## config.mk

```make
export PLATFORM = sky130hd
export DESIGN_NAME = spc_core
export DESIGN_NICKNAME = d
export VERILOG_FILES = /design/src/core/spc_pkg.sv /design/src/core/spc_core.sv
export SDC_FILE = /design/constraint.sdc
export NUM_CORES = 1
export LEC_CHECK = 0
export BUFFER_PORTS_ARGS = -buffer_cell sky130_fd_sc_hd__buf_2
export CORE_ASPECT_RATIO = 1.4
export CORE_UTILIZATION = 60
export DETAILED_ROUTE_END_ITERATION = 10
export GPL_TIMING_DRIVEN = 0
export PLACE_DENSITY = 0.77
export SLEW_MARGIN = 5
export SYNTH_ARGS = -nofsm -noshare
export SYNTH_HDL_FRONTEND = slang
export SYNTH_SLANG_ARGS = --single-unit
```

## constraint.sdc

```tcl
create_clock -name clk -period 8.15 [get_ports clk]
set_input_delay 0.4075 -clock clk [delete_from_list [all_inputs] [get_ports clk]]
set_output_delay 0.4075 -clock clk [all_outputs]
set_load 0.01 [all_outputs]
```

## src/core/spc_pkg.sv

```systemverilog
// Constants, register map and carrier types of the serial codec port core.
// Assumes one 40 MHz clock; the serial link pins are sampled on that clock.
package spc_pkg;

  // Register offsets (byte addresses)
  localparam logic [7:0]  SPC_CTL_OFS     = 8'h00;
  localparam logic [7:0]  SPC_STS_OFS     = 8'h04;
  localparam logic [7:0]  SPC_TXW_OFS     = 8'h08;
  localparam logic [7:0]  SPC_RXW_OFS     = 8'h0C;

  // Control register
  localparam logic [31:0] SPC_CTL_RST     = 32'h00F0_0000;
  localparam logic [31:0] SPC_CTL_WMASK   = 32'h3FFF_FFFF;
  localparam int          SPC_TXR_BIT     = 31;
  localparam int          SPC_RXR_BIT     = 30;
  localparam int          SPC_TXE_BIT     = 29;
  localparam int          SPC_RXE_BIT     = 28;
  localparam int          SPC_OEDGE_BIT   = 27;
  localparam int          SPC_SEDGE_BIT   = 26;
  localparam int          SPC_TORD_BIT    = 25;
  localparam int          SPC_RORD_BIT    = 24;
  localparam int          SPC_HALF_BIT    = 8;

  // Status register
  localparam int          SPC_TM_LSB      = 0;
  localparam int          SPC_REFILL_BIT  = 4;
  localparam int          SPC_RXFULL_BIT  = 5;
  localparam int          SPC_UNDER_BIT   = 6;
  localparam int          SPC_OVER_BIT    = 7;

  // Serial word
  localparam int          SPC_WORD_W      = 16;
  localparam logic [4:0]  SPC_WORD_BITS   = 5'h10;
  localparam logic [3:0]  SPC_LAST_BIT    = 4'hF;
  localparam logic [1:0]  SPC_QUEUE_FULL  = 2'h2;

  typedef enum logic [1:0] {
    SPC_TM_NORMAL = 2'h0,
    SPC_TM_REMOTE = 2'h1,
    SPC_TM_LOCAL  = 2'h2
  } spc_tm_t;

  typedef enum logic [1:0] {
    SPC_TX_IDLE  = 2'b00,
    SPC_TX_SHIFT = 2'b01
  } spc_tx_st_t;

  typedef enum logic [1:0] {
    SPC_RX_IDLE  = 2'b00,
    SPC_RX_HALF0 = 2'b01,
    SPC_RX_HALF1 = 2'b11
  } spc_rx_st_t;

  typedef struct packed {
    logic [7:0]  addr;
    logic [31:0] wdata;
    logic        wr;
    logic        rd;
  } spc_bus_req_t;

  typedef struct packed {
    logic clk;
    logic frame;
    logic data;
  } spc_ser_in_t;

  typedef struct packed {
    logic data;
    logic oe;
  } spc_ser_out_t;

endpackage

```

## src/core/spc_core.sv

```systemverilog
// Serial codec port core: registers, transmit and receive shifters, tests.
// Assumes link pins synchronous to clk and a serial clock slower than clk/2.

module spc_core (
  input  wire logic           clk,
  input  wire logic           rst,
  input  spc_pkg::spc_bus_req_t bus_req,
  output logic [31:0]         bus_rdata,
  input  spc_pkg::spc_ser_in_t  ser_in,
  output spc_pkg::spc_ser_out_t ser_out
);
  import spc_pkg::*;

  function automatic logic head_bit(input logic [15:0] sh,
                                    input logic        lsb_first);
    head_bit = lsb_first ? sh[0] : sh[SPC_WORD_W-1];
  endfunction

  function automatic logic [15:0] shift_in(input logic [15:0] sh,
                                           input logic        d,
                                           input logic        lsb_first);
    shift_in = lsb_first ? {d, sh[15:1]} : {sh[14:0], d};
  endfunction

  // Byte address match of one register
  function automatic logic reg_hit(input logic [7:0] addr,
                                   input logic [7:0] ofs);
    reg_hit = (addr == ofs);
  endfunction

  // Test mode field, unused code behaves as normal
  function automatic spc_tm_t tm_decode(input logic [1:0] code);
    case (code)
      2'h1:    tm_decode = SPC_TM_REMOTE;
      2'h2:    tm_decode = SPC_TM_LOCAL;
      default: tm_decode = SPC_TM_NORMAL;
    endcase
  endfunction

  // Registers
  logic [31:0]  ctl_r;
  spc_tm_t      tm_r;
  logic         under_r;
  logic         over_r;
  logic         rx_full_r;
  logic [31:0]  rdata_r;
  logic         sclk_q_r;

  spc_tx_st_t   tx_st_r;
  logic [15:0]  tx_sh_r;
  logic [4:0]   tx_cnt_r;
  logic [15:0]  tx_q_r [0:1];
  logic         tx_rd_r;
  logic [1:0]   tx_lvl_r;
  logic [15:0]  tx_last_r;
  logic [31:0]  tx_word_r;

  spc_rx_st_t   rx_st_r;
  logic [15:0]  rx_sh_r;
  logic [3:0]   rx_cnt_r;
  logic [15:0]  rx_h0_r;
  logic [31:0]  rx_word_r;

  // Bus decode
  logic wr_ctl;
  logic wr_sts;
  logic wr_txw;
  logic rd_rxw;
  logic tx_srst;
  logic rx_srst;
  assign wr_ctl  = bus_req.wr && reg_hit(bus_req.addr, SPC_CTL_OFS);
  assign wr_sts  = bus_req.wr && reg_hit(bus_req.addr, SPC_STS_OFS);
  assign wr_txw  = bus_req.wr && reg_hit(bus_req.addr, SPC_TXW_OFS);
  assign rd_rxw  = bus_req.rd && reg_hit(bus_req.addr, SPC_RXW_OFS);
  assign tx_srst = wr_ctl && bus_req.wdata[SPC_TXR_BIT];
  assign rx_srst = wr_ctl && bus_req.wdata[SPC_RXR_BIT];

  // Control fields
  logic tx_on;
  logic rx_on;
  logic oedge;
  logic sedge;
  logic tx_lsb;
  logic rx_lsb;
  logic half_lo;
  assign tx_on   = ctl_r[SPC_TXE_BIT];
  assign rx_on   = ctl_r[SPC_RXE_BIT];
  assign oedge   = ctl_r[SPC_OEDGE_BIT];
  assign sedge   = ctl_r[SPC_SEDGE_BIT];
  assign tx_lsb  = ctl_r[SPC_TORD_BIT];
  assign rx_lsb  = ctl_r[SPC_RORD_BIT];
  assign half_lo = ctl_r[SPC_HALF_BIT];

  // Test modes
  logic remote;
  logic local_lb;
  assign remote   = (tm_r == SPC_TM_REMOTE);
  assign local_lb = (tm_r == SPC_TM_LOCAL);

  // Serial clock edges
  logic sclk_rise;
  logic sclk_fall;
  logic tx_evt;
  logic pin_evt;
  assign sclk_rise = ser_in.clk && !sclk_q_r;
  assign sclk_fall = !ser_in.clk && sclk_q_r;
  assign tx_evt    = oedge ? sclk_fall : sclk_rise;
  assign pin_evt   = sedge ? sclk_rise : sclk_fall;

  // Transmit control
  logic        tx_start;
  logic        tx_shift_evt;
  logic        tx_end;
  logic        tx_reload;
  logic        tx_have;
  logic        tx_pop;
  logic        tx_under_evt;
  logic [15:0] tx_next;
  logic        tx_bit;
  assign tx_start     = (tx_st_r == SPC_TX_IDLE) && tx_evt && ser_in.frame
                        && tx_on && !remote;
  assign tx_shift_evt = (tx_st_r == SPC_TX_SHIFT) && tx_evt;
  assign tx_end       = tx_shift_evt && (tx_cnt_r == 5'h01);
  assign tx_reload    = tx_start || (tx_end && tx_on);
  assign tx_have      = (tx_lvl_r != 2'h0);
  assign tx_pop       = tx_reload && tx_have;
  assign tx_under_evt = tx_reload && !tx_have;
  assign tx_next      = tx_have ? tx_q_r[tx_rd_r] : tx_last_r;
  assign tx_bit       = head_bit(tx_sh_r, tx_lsb);

  // Serial output
  always_comb begin
    if (remote) begin
      ser_out.data = ser_in.data;
      ser_out.oe   = 1'b1;
    end else begin
      ser_out.data = tx_bit;
      ser_out.oe   = (tx_st_r == SPC_TX_SHIFT) && !local_lb;
    end
  end

  // Receive control
  logic        rx_bit_evt;
  logic        rx_din;
  logic        rx_go;
  logic        rx_take;
  logic        rx_done;
  logic [15:0] rx_word;
  logic [31:0] rx_pair;
  logic        rx_store;
  assign rx_bit_evt = local_lb ? tx_shift_evt : pin_evt;
  assign rx_din     = local_lb ? tx_bit : ser_in.data;
  assign rx_go      = (rx_st_r == SPC_RX_IDLE) && rx_on && !remote
                      && (local_lb ? tx_start
                                   : (pin_evt && ser_in.frame));
  assign rx_take    = rx_bit_evt && ((rx_st_r != SPC_RX_IDLE)
                                     || (rx_go && !local_lb));
  assign rx_done    = rx_take && (rx_cnt_r == SPC_LAST_BIT);
  assign rx_word    = shift_in(rx_sh_r, rx_din, rx_lsb);
  assign rx_pair    = half_lo ? {rx_word, rx_h0_r}
                              : {rx_h0_r, rx_word};
  assign rx_store   = rx_done && (rx_st_r == SPC_RX_HALF1);

  // Lone first half kept when receiver stops mid-frame
  logic [31:0] rx_lone;
  assign rx_lone = half_lo ? {rx_word_r[31:16], rx_word}
                           : {rx_word, rx_word_r[15:0]};

  // Read data
  logic [31:0] sts_view;
  logic [31:0] rd_mux;
  assign sts_view = {24'h0000_00, over_r, under_r, rx_full_r,
                     (tx_lvl_r == 2'h0), 2'b00, tm_r};
  assign rd_mux   = reg_hit(bus_req.addr, SPC_CTL_OFS) ? ctl_r :
                    reg_hit(bus_req.addr, SPC_STS_OFS) ? sts_view :
                    reg_hit(bus_req.addr, SPC_TXW_OFS) ? tx_word_r :
                    reg_hit(bus_req.addr, SPC_RXW_OFS) ? rx_word_r :
                    32'h0000_0000;
  assign bus_rdata = rdata_r;

  always_ff @(posedge clk or posedge rst) begin
    if (rst) begin
      rdata_r  <= 32'h0000_0000;
      sclk_q_r <= 1'b0;
    end else begin
      rdata_r  <= bus_req.rd ? rd_mux : 32'h0000_0000;
      sclk_q_r <= ser_in.clk;
    end
  end

  // Control and test mode registers
  always_ff @(posedge clk or posedge rst) begin
    if (rst) begin
      ctl_r <= SPC_CTL_RST;
      tm_r  <= SPC_TM_NORMAL;
    end else begin
      if (wr_ctl) begin
        ctl_r <= bus_req.wdata & SPC_CTL_WMASK;
      end
      if (wr_sts) begin
        tm_r <= tm_decode(bus_req.wdata[SPC_TM_LSB +: 2]);
      end
    end
  end

  // Status flags, soft reset wins over set, set wins over bus clear
  always_ff @(posedge clk or posedge rst) begin
    if (rst) begin
      under_r   <= 1'b0;
      over_r    <= 1'b0;
      rx_full_r <= 1'b0;
    end else begin
      if (tx_srst) begin
        under_r <= 1'b0;
      end else if (tx_under_evt) begin
        under_r <= 1'b1;
      end else if (wr_sts && bus_req.wdata[SPC_UNDER_BIT]) begin
        under_r <= 1'b0;
      end
      if (rx_srst) begin
        over_r <= 1'b0;
      end else if (rx_store && rx_on && rx_full_r) begin
        over_r <= 1'b1;
      end else if (wr_sts && bus_req.wdata[SPC_OVER_BIT]) begin
        over_r <= 1'b0;
      end
      if (rx_srst) begin
        rx_full_r <= 1'b0;
      end else if (rx_store && rx_on) begin
        rx_full_r <= 1'b1;
      end else if (rd_rxw) begin
        rx_full_r <= 1'b0;
      end
    end
  end

  // Transmit word register and two-entry queue
  always_ff @(posedge clk or posedge rst) begin
    if (rst) begin
      tx_word_r <= 32'h0000_0000;
      tx_q_r[0] <= 16'h0000;
      tx_q_r[1] <= 16'h0000;
      tx_rd_r   <= 1'b0;
      tx_lvl_r  <= 2'h0;
    end else begin
      if (wr_txw) begin
        tx_word_r <= bus_req.wdata;
        tx_q_r[0] <= half_lo ? bus_req.wdata[15:0]
                             : bus_req.wdata[31:16];
        tx_q_r[1] <= half_lo ? bus_req.wdata[31:16]
                             : bus_req.wdata[15:0];
        tx_rd_r   <= 1'b0;
        tx_lvl_r  <= SPC_QUEUE_FULL;
      end else if (tx_srst) begin
        tx_rd_r  <= 1'b0;
        tx_lvl_r <= 2'h0;
      end else if (tx_pop) begin
        tx_rd_r  <= !tx_rd_r;
        tx_lvl_r <= tx_lvl_r - 2'h1;
      end
    end
  end

  // Transmit shifter
  always_ff @(posedge clk or posedge rst) begin
    if (rst) begin
      tx_st_r   <= SPC_TX_IDLE;
      tx_sh_r   <= 16'h0000;
      tx_cnt_r  <= 5'h00;
      tx_last_r <= 16'h0000;
    end else if (tx_srst) begin
      tx_st_r  <= SPC_TX_IDLE;
      tx_sh_r  <= 16'h0000;
      tx_cnt_r <= 5'h00;
    end else begin
      case (tx_st_r)
        SPC_TX_IDLE: begin
          if (tx_start) begin
            tx_st_r   <= SPC_TX_SHIFT;
            tx_sh_r   <= tx_next;
            tx_last_r <= tx_next;
            tx_cnt_r  <= SPC_WORD_BITS;
          end
        end
        SPC_TX_SHIFT: begin
          if (tx_reload) begin
            tx_sh_r   <= tx_next;
            tx_last_r <= tx_next;
            tx_cnt_r  <= SPC_WORD_BITS;
          end else if (tx_end) begin
            tx_st_r  <= SPC_TX_IDLE;
            tx_cnt_r <= 5'h00;
          end else if (tx_shift_evt) begin
            tx_sh_r  <= tx_lsb ? {1'b0, tx_sh_r[15:1]}
                               : {tx_sh_r[14:0], 1'b0};
            tx_cnt_r <= tx_cnt_r - 5'h01;
          end
        end
        default: begin
          tx_st_r <= SPC_TX_IDLE;
        end
      endcase
    end
  end

  // Receive shifter and word assembly
  always_ff @(posedge clk or posedge rst) begin
    if (rst) begin
      rx_st_r   <= SPC_RX_IDLE;
      rx_sh_r   <= 16'h0000;
      rx_cnt_r  <= 4'h0;
      rx_h0_r   <= 16'h0000;
      rx_word_r <= 32'h0000_0000;
    end else if (rx_srst) begin
      rx_st_r  <= SPC_RX_IDLE;
      rx_sh_r  <= 16'h0000;
      rx_cnt_r <= 4'h0;
    end else begin
      if (rx_take) begin
        rx_sh_r  <= rx_word;
        rx_cnt_r <= rx_cnt_r + 4'h1;
      end
      case (rx_st_r)
        SPC_RX_IDLE: begin
          if (rx_go) begin
            rx_st_r <= SPC_RX_HALF0;
          end
        end
        SPC_RX_HALF0: begin
          if (rx_done) begin
            rx_h0_r <= rx_word;
            rx_st_r <= rx_on ? SPC_RX_HALF1 : SPC_RX_IDLE;
            if (!rx_on) begin
              rx_word_r <= rx_lone;
            end
          end
        end
        SPC_RX_HALF1: begin
          if (rx_done) begin
            if (!(rx_on && rx_full_r)) begin
              rx_word_r <= rx_pair;
            end
            rx_st_r <= rx_on ? SPC_RX_HALF0 : SPC_RX_IDLE;
          end
        end
        default: begin
          rx_st_r <= SPC_RX_IDLE;
        end
      endcase
    end
  end

endmodule

```

---- After elaboration in Yosys (flattened, before gate mapping) ----
Index checks and enable logic that the tools add are counted.
operators by class
  $add $sub $neg .......................... 3
  $lt $le $gt $ge ......................... 1
  equal/unequal tests ..................... 29
  mux-type cells .......................... 73
  bitwise gates (word level) .............. 3
  reductions and logical operators ........ 61
operator list
  kind                                                                    count
  32-bit 2-to-1 mux                                                       11
  16-bit 2-to-1 mux                                                       16
  16-bit case mux with 2 select lines                                     2
  32-bit case mux with 2 select lines                                     1
  1-bit logical AND                                                       31
  2-bit 2-to-1 mux                                                        13
  5-bit 2-to-1 mux                                                        5
  1-bit 2-to-1 mux                                                        19
  3-bit inequality test (second input constant)                           6
  8-bit by 4-bit equality test with 1-bit output (second input constant)  2
  2-bit inequality test (second input constant)                           8
  3-bit nonzero test                                                      5
  7-bit AND reduction                                                     2
  3-bit AND reduction                                                     4
  5-bit case mux with 2 select lines                                      1
  2-bit nonzero test                                                      5
  2-bit by 1-bit equality test with 1-bit output (second input constant)  4
  8-bit by 3-bit equality test with 1-bit output (second input constant)  1
  8-bit zero test                                                         1
  4-bit 2-to-1 mux                                                        2
  4-bit inequality test (second input constant)                           2
  2-bit case mux with 2 select lines                                      2
  4-bit AND reduction                                                     2
  2-bit equality test (second input constant)                             3
  13 further kinds                                                        22
word-level totals
  bits in registers ....................... 244
  input bits .............................. 47
  output and inout bits ................... 34
  logic and storage cells ................. 192

---- Longest topological paths before layout ----
Gate-level depths: netlist of the first run.
  depth after elaboration ................. 18
  mapped depth ............................ 9
  depth with buffers taken out ............ 7

---- Worst setup path after synthesis of the first run ----
No wires, ideal clock.
  path type ............................... reg-to-reg
  start ................................... register tx_cnt_r[1]
  end ..................................... register tx_last_r[1]
  library setup time ...................... 128 ps
  arrival ................................. 2254 ps
  required time ........................... 8022 ps
  setup slack ............................. 5769 ps
  stages on the path, launching flop included .. 10
  buffers on the path ..................... 2
  clock period less this slack ............ 2381 ps
  path through ............................ dfrtp_1 > inv_1 > ha_1 > nor4b_2 > o211ai_1 > and2_1 > buf_2 > nor3_4 > buf_6 > mux2_1
between the ends
  word-level cells in the longest chain between the ends .. 6
RTL lines
  what                                            line             text
  start, declared                                 spc_core.sv:51   logic [4:0] tx_cnt_r;
  start signal, assigned                          spc_core.sv:296  tx_cnt_r <= tx_cnt_r - 5'h01;
  5-bit by 1-bit equality test with 1-bit output  spc_core.sv:123  assign tx_end = tx_shift_evt && (tx_cnt_r == 5'h01);
  1-bit logical AND                               spc_core.sv:123
  1-bit logical AND                               spc_core.sv:124  assign tx_reload = tx_start || (tx_end && tx_on);
  1-bit logical OR                                spc_core.sv:124
  2-bit inequality test (no source line)          n/a
  4-bit AND reduction (no source line)            n/a
  end signal, assigned                            spc_core.sv:281  tx_last_r <= tx_next;
  end signal, assigned                            spc_core.sv:288  tx_last_r <= tx_next;
  end, declared                                   spc_core.sv:55   logic [15:0] tx_last_r;
Every way passes these cells.
A chain may end at the register's enable or synchronous reset.

---- Worst setup path in the final report of the first run ----
  start ................................... register tx_cnt_r[1]
  end ..................................... register tx_last_r[9]
The elaborated chain is that of the path after synthesis.

==> impl_metrics.env, run 1 <==
export IMPL_syn_inst=1025
export IMPL_post_route_drc_count=0
export IMPL_grt_first_pass_wirelength_mm=47.4
export IMPL_power_total_mw=3.36
export IMPL_synth_edff_count=0
export IMPL_dpl_cell_area_sq_um=12500
export IMPL_async_reset_ff_share_pct=100
export IMPL_clockRootBuffer="clkbuf_16"
export IMPL_cts_buffer_depth=3
export IMPL_drtAntennaViolNets=0
export IMPL_cts_resized=0
export IMPL_synth_top_area_share_pct=51.0
export IMPL_die_y_microns=167
export IMPL_grt_max_degree=111
export IMPL_die_width_microns=120
export IMPL_synth_flop_cell="dfrtp_1"
export IMPL_area_delta_synth_final_pct=13.6
export IMPL_place_gp_congestion=0.915
export IMPL_worstMarginPinSlew_ns=0.944
export IMPL_fin_ws_ns=5.22
export IMPL_drt_iter0_markers=563
export IMPL_postSynthNetCount=1076
export IMPL_n_fill_cell=1450
export IMPL_syn_area_sq_um=11700
export IMPL_drive_gt1_share_pct=24.9
export IMPL_yosys_warnings=0
export IMPL_min_path_type="in2reg"
export IMPL_yosys_area_top_type="dfrtp_1"
export IMPL_start_kind="register"
export IMPL_reg2reg_slack_ns=5.22
export IMPL_hold_viol_final=0
export IMPL_cts_tree="yes"
export IMPL_synth_seq_area_share_pct=51.9
export IMPL_fin_crit_sh_pct=35.9
export IMPL_leakage_nw=6.59
export IMPL_grt_overflow_total=0
export IMPL_die_area_sq_um=20100
export IMPL_holdWs_ns=0.0360
export IMPL_ys_ff_latch=243
export IMPL_drv_slew=0
export IMPL_htreeDepth=1
export IMPL_grt_pass1_vias=8744
export IMPL_port_buffers=79
export IMPL_clk_pin_slew_worst_paths_ns=0.07
export IMPL_groute_usage_overall_pct=30.5
export IMPL_status="complete, no violations"
export IMPL_core_area_sq_um=19100
export IMPL_power_density_nw_per_um2=253
export IMPL_drv_cap=0
export IMPL_ff_latch_area_sq_um=6090
export IMPL_cts_sink_count=243
export IMPL_rsz0062_at_grt="no"
export IMPL_finalCriticalPeriod_ns=2.93
export IMPL_crit_type="reg2reg"
export IMPL_crit_arrival_ns=3.32
export IMPL_fp_row_count=60
export IMPL_preCtsSetupSlack_ns=5.13
export IMPL_cp_end_kind="register"
export IMPL_syn_avg_cell_area_sq_um=11.4
export IMPL_start_util_pct=61.2
export IMPL_synth_cell_type_count=60
export IMPL_synth_most_common_cell="dfrtp_1"
export IMPL_post_cts_setup_buffers=0
export IMPL_cts_inserted_buffers=24
export IMPL_multiInputGateArea_sq_um=5290
export IMPL_cp_max_fo=10
export IMPL_synth_commonest_cells="dfrtp_1, mux2_2, mux2i_1, o21ai_0, nand2_1"
export IMPL_relSlewSlack_pct=37.1
export IMPL_dr_pass1_iters=5
export IMPL_max_freq_ghz=0.342
export IMPL_viasPerCell=6.10
export IMPL_antenna_cells=0
export IMPL_finalSetupViolCount=0
export IMPL_post_drt_wl_per_cell_microns=21.2
export IMPL_ctsHoldBuffers=1
export IMPL_vias=8527
export IMPL_finClkSkew_ns=0.0154
export IMPL_finish_utilization_pct=69.6
export IMPL_finalWirelength_mm=29.6
export IMPL_fin_area_sq_um=13300
export IMPL_io_pins=81
export IMPL_dp_hpwl_mm=21.5
export IMPL_antenna_found_initial=1
export IMPL_clk_latency_ns=0.52
export IMPL_synth_area_leaders="dfrtp_1, mux2_2, mux2i_1"
export IMPL_ir_drop_v=0.000181
export IMPL_worstPathRequired_ns=8.54
export IMPL_finalNetCount=1184
## stage by stage
step           TNS, ns  instances
6_report             0       1397
5_1_grt              0       1397
4_1_cts              0       1397
3_5_place_dp         0       1354
3_3_place_gp   -342.38       1352
2_1_floorplan        0       1025
## power breakdown
part | leakage (nW) | internal [mW] | switching [mW] | total, mW
registers | 3.29 | 1.37 | 0.113 | 1.48
logic | 2.90 | 0.306 | 0.431 | 0.736
clock network | 0.403 | 0.685 | 0.462 | 1.15
## layer usage
| layer | GRT usage, % | routed length [microns] | vias to the layer above |
|---|---|---|---|
| met5 | 0 | 10 | - |
| met4 | 15.8 | 1560 | 2 |
| met3 | 3.10 | 1160 | 85 |
| met2 | 53.3 | 15400 | 258 |
| met1 | 37.2 | 11500 | 4286 |
| li1 | - | - | 3896 |
## registers in the layout (all words and copies together), names as in the netlist, 4 cells and up
signal and flops:
bus_rdata 32, ctl_r 30, rx_cnt_r 4, rx_h0_r 16, rx_sh_r 16, rx_word_r 32
tx_cnt_r 5, tx_last_r 16, tx_q_r 32, tx_sh_r 16, tx_word_r 32
## kinds of logic (layout without fill, tap and decap cells)
family	Yosys count	count (layout)	synth area share, %
muxes	271	271	25.3
AOI/OAI and AO/OA	196	196	9.85
DFF	243	243	51.9
xor gates and xnor gates	3	3	0.224
buffers and inverters	84	208	2.97
and+or+nand+nor	223	223	9.20
adders and majority gates	5	5	0.513
## layout make-up
cell class / count / area share [%]
buffer: 72 / 2.27
clock buffer: 36 / 5.53
clock inverter: 6 / 0.620
inverter: 12 / 0.395
multi-input combinational: 698 / 39.7
sequential: 243 / 45.7
tap: 248 / 2.33
timing repair buffer: 82 / 3.46
## critical path, stage by stage, from the launching register on
cell      delay, ns
dfrtp_1        0.41
inv_1          0.11
ha_1           0.19
nor4b_2        0.31
o211ai_1       0.35
and2_1         0.28
buf_2          0.19
nor3_4         0.39
buf_6          0.21
mux2_1         0.34
## path summary, 6_finish.rpt
kind                       cells past startpoint             to   startpoint
min in group asynchronous                      3   tx_last_r[5]          rst
setup / recovery                               9   tx_last_r[9]  tx_cnt_r[1]
hold reg to reg                                2  bus_rdata[15]    ctl_r[15]
setup reg to reg                               9   tx_last_r[9]  tx_cnt_r[1]
max in group asynchronous                      5    rx_sh_r[13]          rst
hold / removal                                 1       sclk_q_r    ser_in[2]
## cell usage in the layout, fill, tap and decap left out, drive strengths merged, types with 15 or more instances in the layout
master	count
mux2	142
dfrtp	239
clkbuf	85
buf	104
a211o	15
mux2i	123
nand2	100
nor2	37
nand3	35
a21oi	37
o21ai	113
Power figures use the tool's default switching activity.
==> inputs of run 2 (changes only) <==
--- a/config.mk
+++ b/config.mk
@@ -5,12 +5,13 @@
 export SDC_FILE = /design/constraint.sdc
 export NUM_CORES = 1
 export LEC_CHECK = 0
+export ABC_AREA = 1
 export BUFFER_PORTS_ARGS = -buffer_cell sky130_fd_sc_hd__buf_2
 export CORE_ASPECT_RATIO = 1.4
-export CORE_UTILIZATION = 60
+export CORE_UTILIZATION = 55
 export DETAILED_ROUTE_END_ITERATION = 10
 export GPL_TIMING_DRIVEN = 0
-export PLACE_DENSITY = 0.77
+export PLACE_DENSITY = 0.74
 export SLEW_MARGIN = 5
 export SYNTH_ARGS = -nofsm -noshare
 export SYNTH_HDL_FRONTEND = slang
==> constraint.sdc (replaced) <==
create_clock -name clk -period 2.5 [get_ports clk]
set_input_delay 0.125 -clock clk [delete_from_list [all_inputs] [get_ports clk]]
set_output_delay 0.125 -clock clk [all_outputs]
set_load 0.01 [all_outputs]
==> run 2 against run 1 <==
  * Cell area grew 7.6%
  * Die area grew 14%
  * Non-clock buffer count grew 56
  * Sequential share of layout area shrank 3.2 points
  * Cell count grew 44%
  * Clock power grew to 3.2 times the previous value
  * Critical path depth shrank 1
  * Critical endpoint is now tx_sh_r[8]
  * Largest power group unchanged
  * Highest routed layer is now met4
==> impl_metrics.env, run 2 <==
export IMPL_status="complete, no violations"
export IMPL_finalNetCount=1744
export IMPL_crit_buf_inv=2
export IMPL_die_y_microns=179
export IMPL_crit_type="reg2reg"
export IMPL_finClkSkew_ns=0.0195
export IMPL_synth_flop_cell="dfrtp_1"
export IMPL_reg2reg_slack_ns=0.17
export IMPL_synth_commonest_cells="nand2_1, dfrtp_1, o21ai_0, inv_1, nand3_1"
export IMPL_drv_cap=0
export IMPL_dpl_cell_area_sq_um=13200
export IMPL_post_route_drc_count=0
export IMPL_synth_adder_area_share_pct=0.408
export IMPL_die_area_sq_um=22900
export IMPL_drtAntennaViolNets=0
export IMPL_synth_seq_area_share_pct=49.7
export IMPL_syn_avg_cell_area_sq_um=7.93
export IMPL_gr_usage_met1_pct=41.0
export IMPL_syn_inst=1545
export IMPL_synth_area_leaders="dfrtp_1, nand2_1, o21ai_0"
export IMPL_synth_top_family_by_area="simple AND/OR/NAND/NOR gates"
export IMPL_antenna_found_initial=0
export IMPL_viasPerCell=5.73
export IMPL_start_util_pct=56.1
export IMPL_drt_iter0_markers=930
export IMPL_path_cells="clkinvlp_4, clkbuf_1, nand2_1, nand3_1, o21ai_0, a21oi_1, nand3_1, nand2_1"
export IMPL_post_cts_setup_buffers=0
export IMPL_cts_inserted_buffers=25
export IMPL_yosys_warnings=0
export IMPL_dpl_cell_count=1929
export IMPL_worstPathRequired_ns=2.95
export IMPL_preCtsSetupSlack_ns=0.241
export IMPL_stdcell_count=2005
export IMPL_holdWs_ns=0.0271
export IMPL_synth_edff_count=0
export IMPL_area_delta_synth_final_pct=16.9
export IMPL_finalSetupViolCount=0
export IMPL_relSlewSlack_pct=51.3
export IMPL_syn_area_sq_um=12300
export IMPL_postSynthNetCount=1596
export IMPL_core_area_sq_um=21900
export IMPL_groute_usage_overall_pct=35.0
export IMPL_antenna_cells=0
export IMPL_grt_pass1_vias=11537
export IMPL_critical_path_top_delay_family="buffers and inverters"
export IMPL_ir_drop_v=0.000698
export IMPL_clk_pin_slew_worst_paths_ns=0.06
export IMPL_port_buffers=80
export IMPL_dp_hpwl_mm=28.7
export IMPL_grt_max_degree=41
export IMPL_finish_utilization_pct=65.5
export IMPL_met2_usage_pct=59.6
export IMPL_synth_simple_gate_area_share_pct=22.7
export IMPL_cts_tree="yes"
export IMPL_synth_compound_gate_area_share_pct=18.1
export IMPL_max_freq_ghz=0.429
export IMPL_clk_latency_ns=0.52
export IMPL_power_total_mw=11.3
export IMPL_vias=11486
export IMPL_rsz0062_at_grt="no"
export IMPL_slowest_stage="clkbuf_1"
export IMPL_power_density_nw_per_um2=790
export IMPL_drive_gt1_share_pct=11.9
export IMPL_start_kind="register"
export IMPL_cp_max_fo=10
export IMPL_leakage_nw=7.03
export IMPL_cp_end_kind="register"
export IMPL_async_reset_ff_share_pct=100
export IMPL_grt_use_met3_pct=4.35
export IMPL_grt_first_pass_wirelength_mm=60.7
export IMPL_hold_viol_final=0
export IMPL_setup_tns_ns=0
export IMPL_cts_sink_count=243
export IMPL_htreeDepth=1
export IMPL_final_cell_mix="nand2_1, dfrtp_1, o21ai_0"
export IMPL_synth_top_area_share_pct=48.8
export IMPL_worstMarginPinSlew_ns=0.731
export IMPL_dr_pass1_iters=6
export IMPL_fin_area_sq_um=14300
export IMPL_synth_most_common_cell="nand2_1"
export IMPL_place_gp_congestion=0.984
export IMPL_finalCriticalPeriod_ns=2.33
export IMPL_io_pins=81
export IMPL_grt_overflow_total=0
export IMPL_synth_cell_type_count=44
export IMPL_fp_row_count=64
export IMPL_min_path_type="in2reg"
export IMPL_crit_arrival_ns=2.79
export IMPL_yosys_area_top_type="dfrtp_1"
export IMPL_critical_path_max_stage_delay_ns=0.54
export IMPL_layout_commonest_cell="nand2_1"
export IMPL_post_drt_wl_per_cell_microns=19.4
export IMPL_ys_ff_latch=243
export IMPL_finalWirelength_mm=38.9
export IMPL_yosys_mux_area_fraction_pct=0.265
export IMPL_synth_xor_area_share_pct=0.143
export IMPL_drv_slew=0
export IMPL_cts_buffer_depth=3
export IMPL_top_usage_layer="met2"
export IMPL_die_width_microns=128
export IMPL_fin_ws_ns=0.168
export IMPL_clockRootBuffer="clkbuf_16"
export IMPL_fin_crit_sh_pct=93.3
-- run 2: repair_timing --
item | CTS | global route
endpoints found under the setup margin | 0 | 1
hold buffers | 35 | 0
hold endpoints to repair | 180 | 0
gates resized for setup | 0 | 1
-- run 2: path summary, 6_finish.rpt --
kind                          startpoint             to  cells past startpoint
min                          bus_req[16]      ctl_r[14]                      3
max                              tx_rd_r     tx_sh_r[8]                      8
min reg2reg                rx_word_r[21]  rx_word_r[21]                      2
min in group asynchronous            rst    rx_cnt_r[0]                      4
max in group asynchronous            rst  bus_rdata[19]                      8
max reg2reg                      tx_rd_r     tx_sh_r[8]                      8
-- run 2: tightest hold or removal path, stage by stage --
cell and delay, ns:
buf_2 0.07, inv_1 0.12, o21ai_0 0.19
-- run 2: layer usage --
metal / share of wire [%] / wire length [microns]
met2: 49 / 18900
met4: 7.7 / 2990
met3: 6.4 / 2480
met5: 0 / 0
met1: 37 / 14500
-- run 2: cells by family after synthesis --
logic type	Yosys count
compound gates	392
xor+xnor	2
fa+ha+maj	4
buf+inv	265
flops	243
mux	3
simple gates	636
-- run 2: power breakdown --
group	switching [mW]	total (mW)	internal (mW)
logic	1.81	2.77	0.951
registers	0.364	4.83	4.46
clock network	1.54	3.73	2.18
-- run 2: layout make-up --
class | count | area [sq um]
Buffer | 88 | 405
Clock inverter | 7 | 88.8
Tap cell | 297 | 372
Clock buffer | 35 | 713
Fill cell | 1868 | 7540
Timing Repair Buffer | 122 | 891
Multi-Input combinational cell | 1037 | 5100
Inverter | 176 | 668
Sequential cell | 243 | 6090
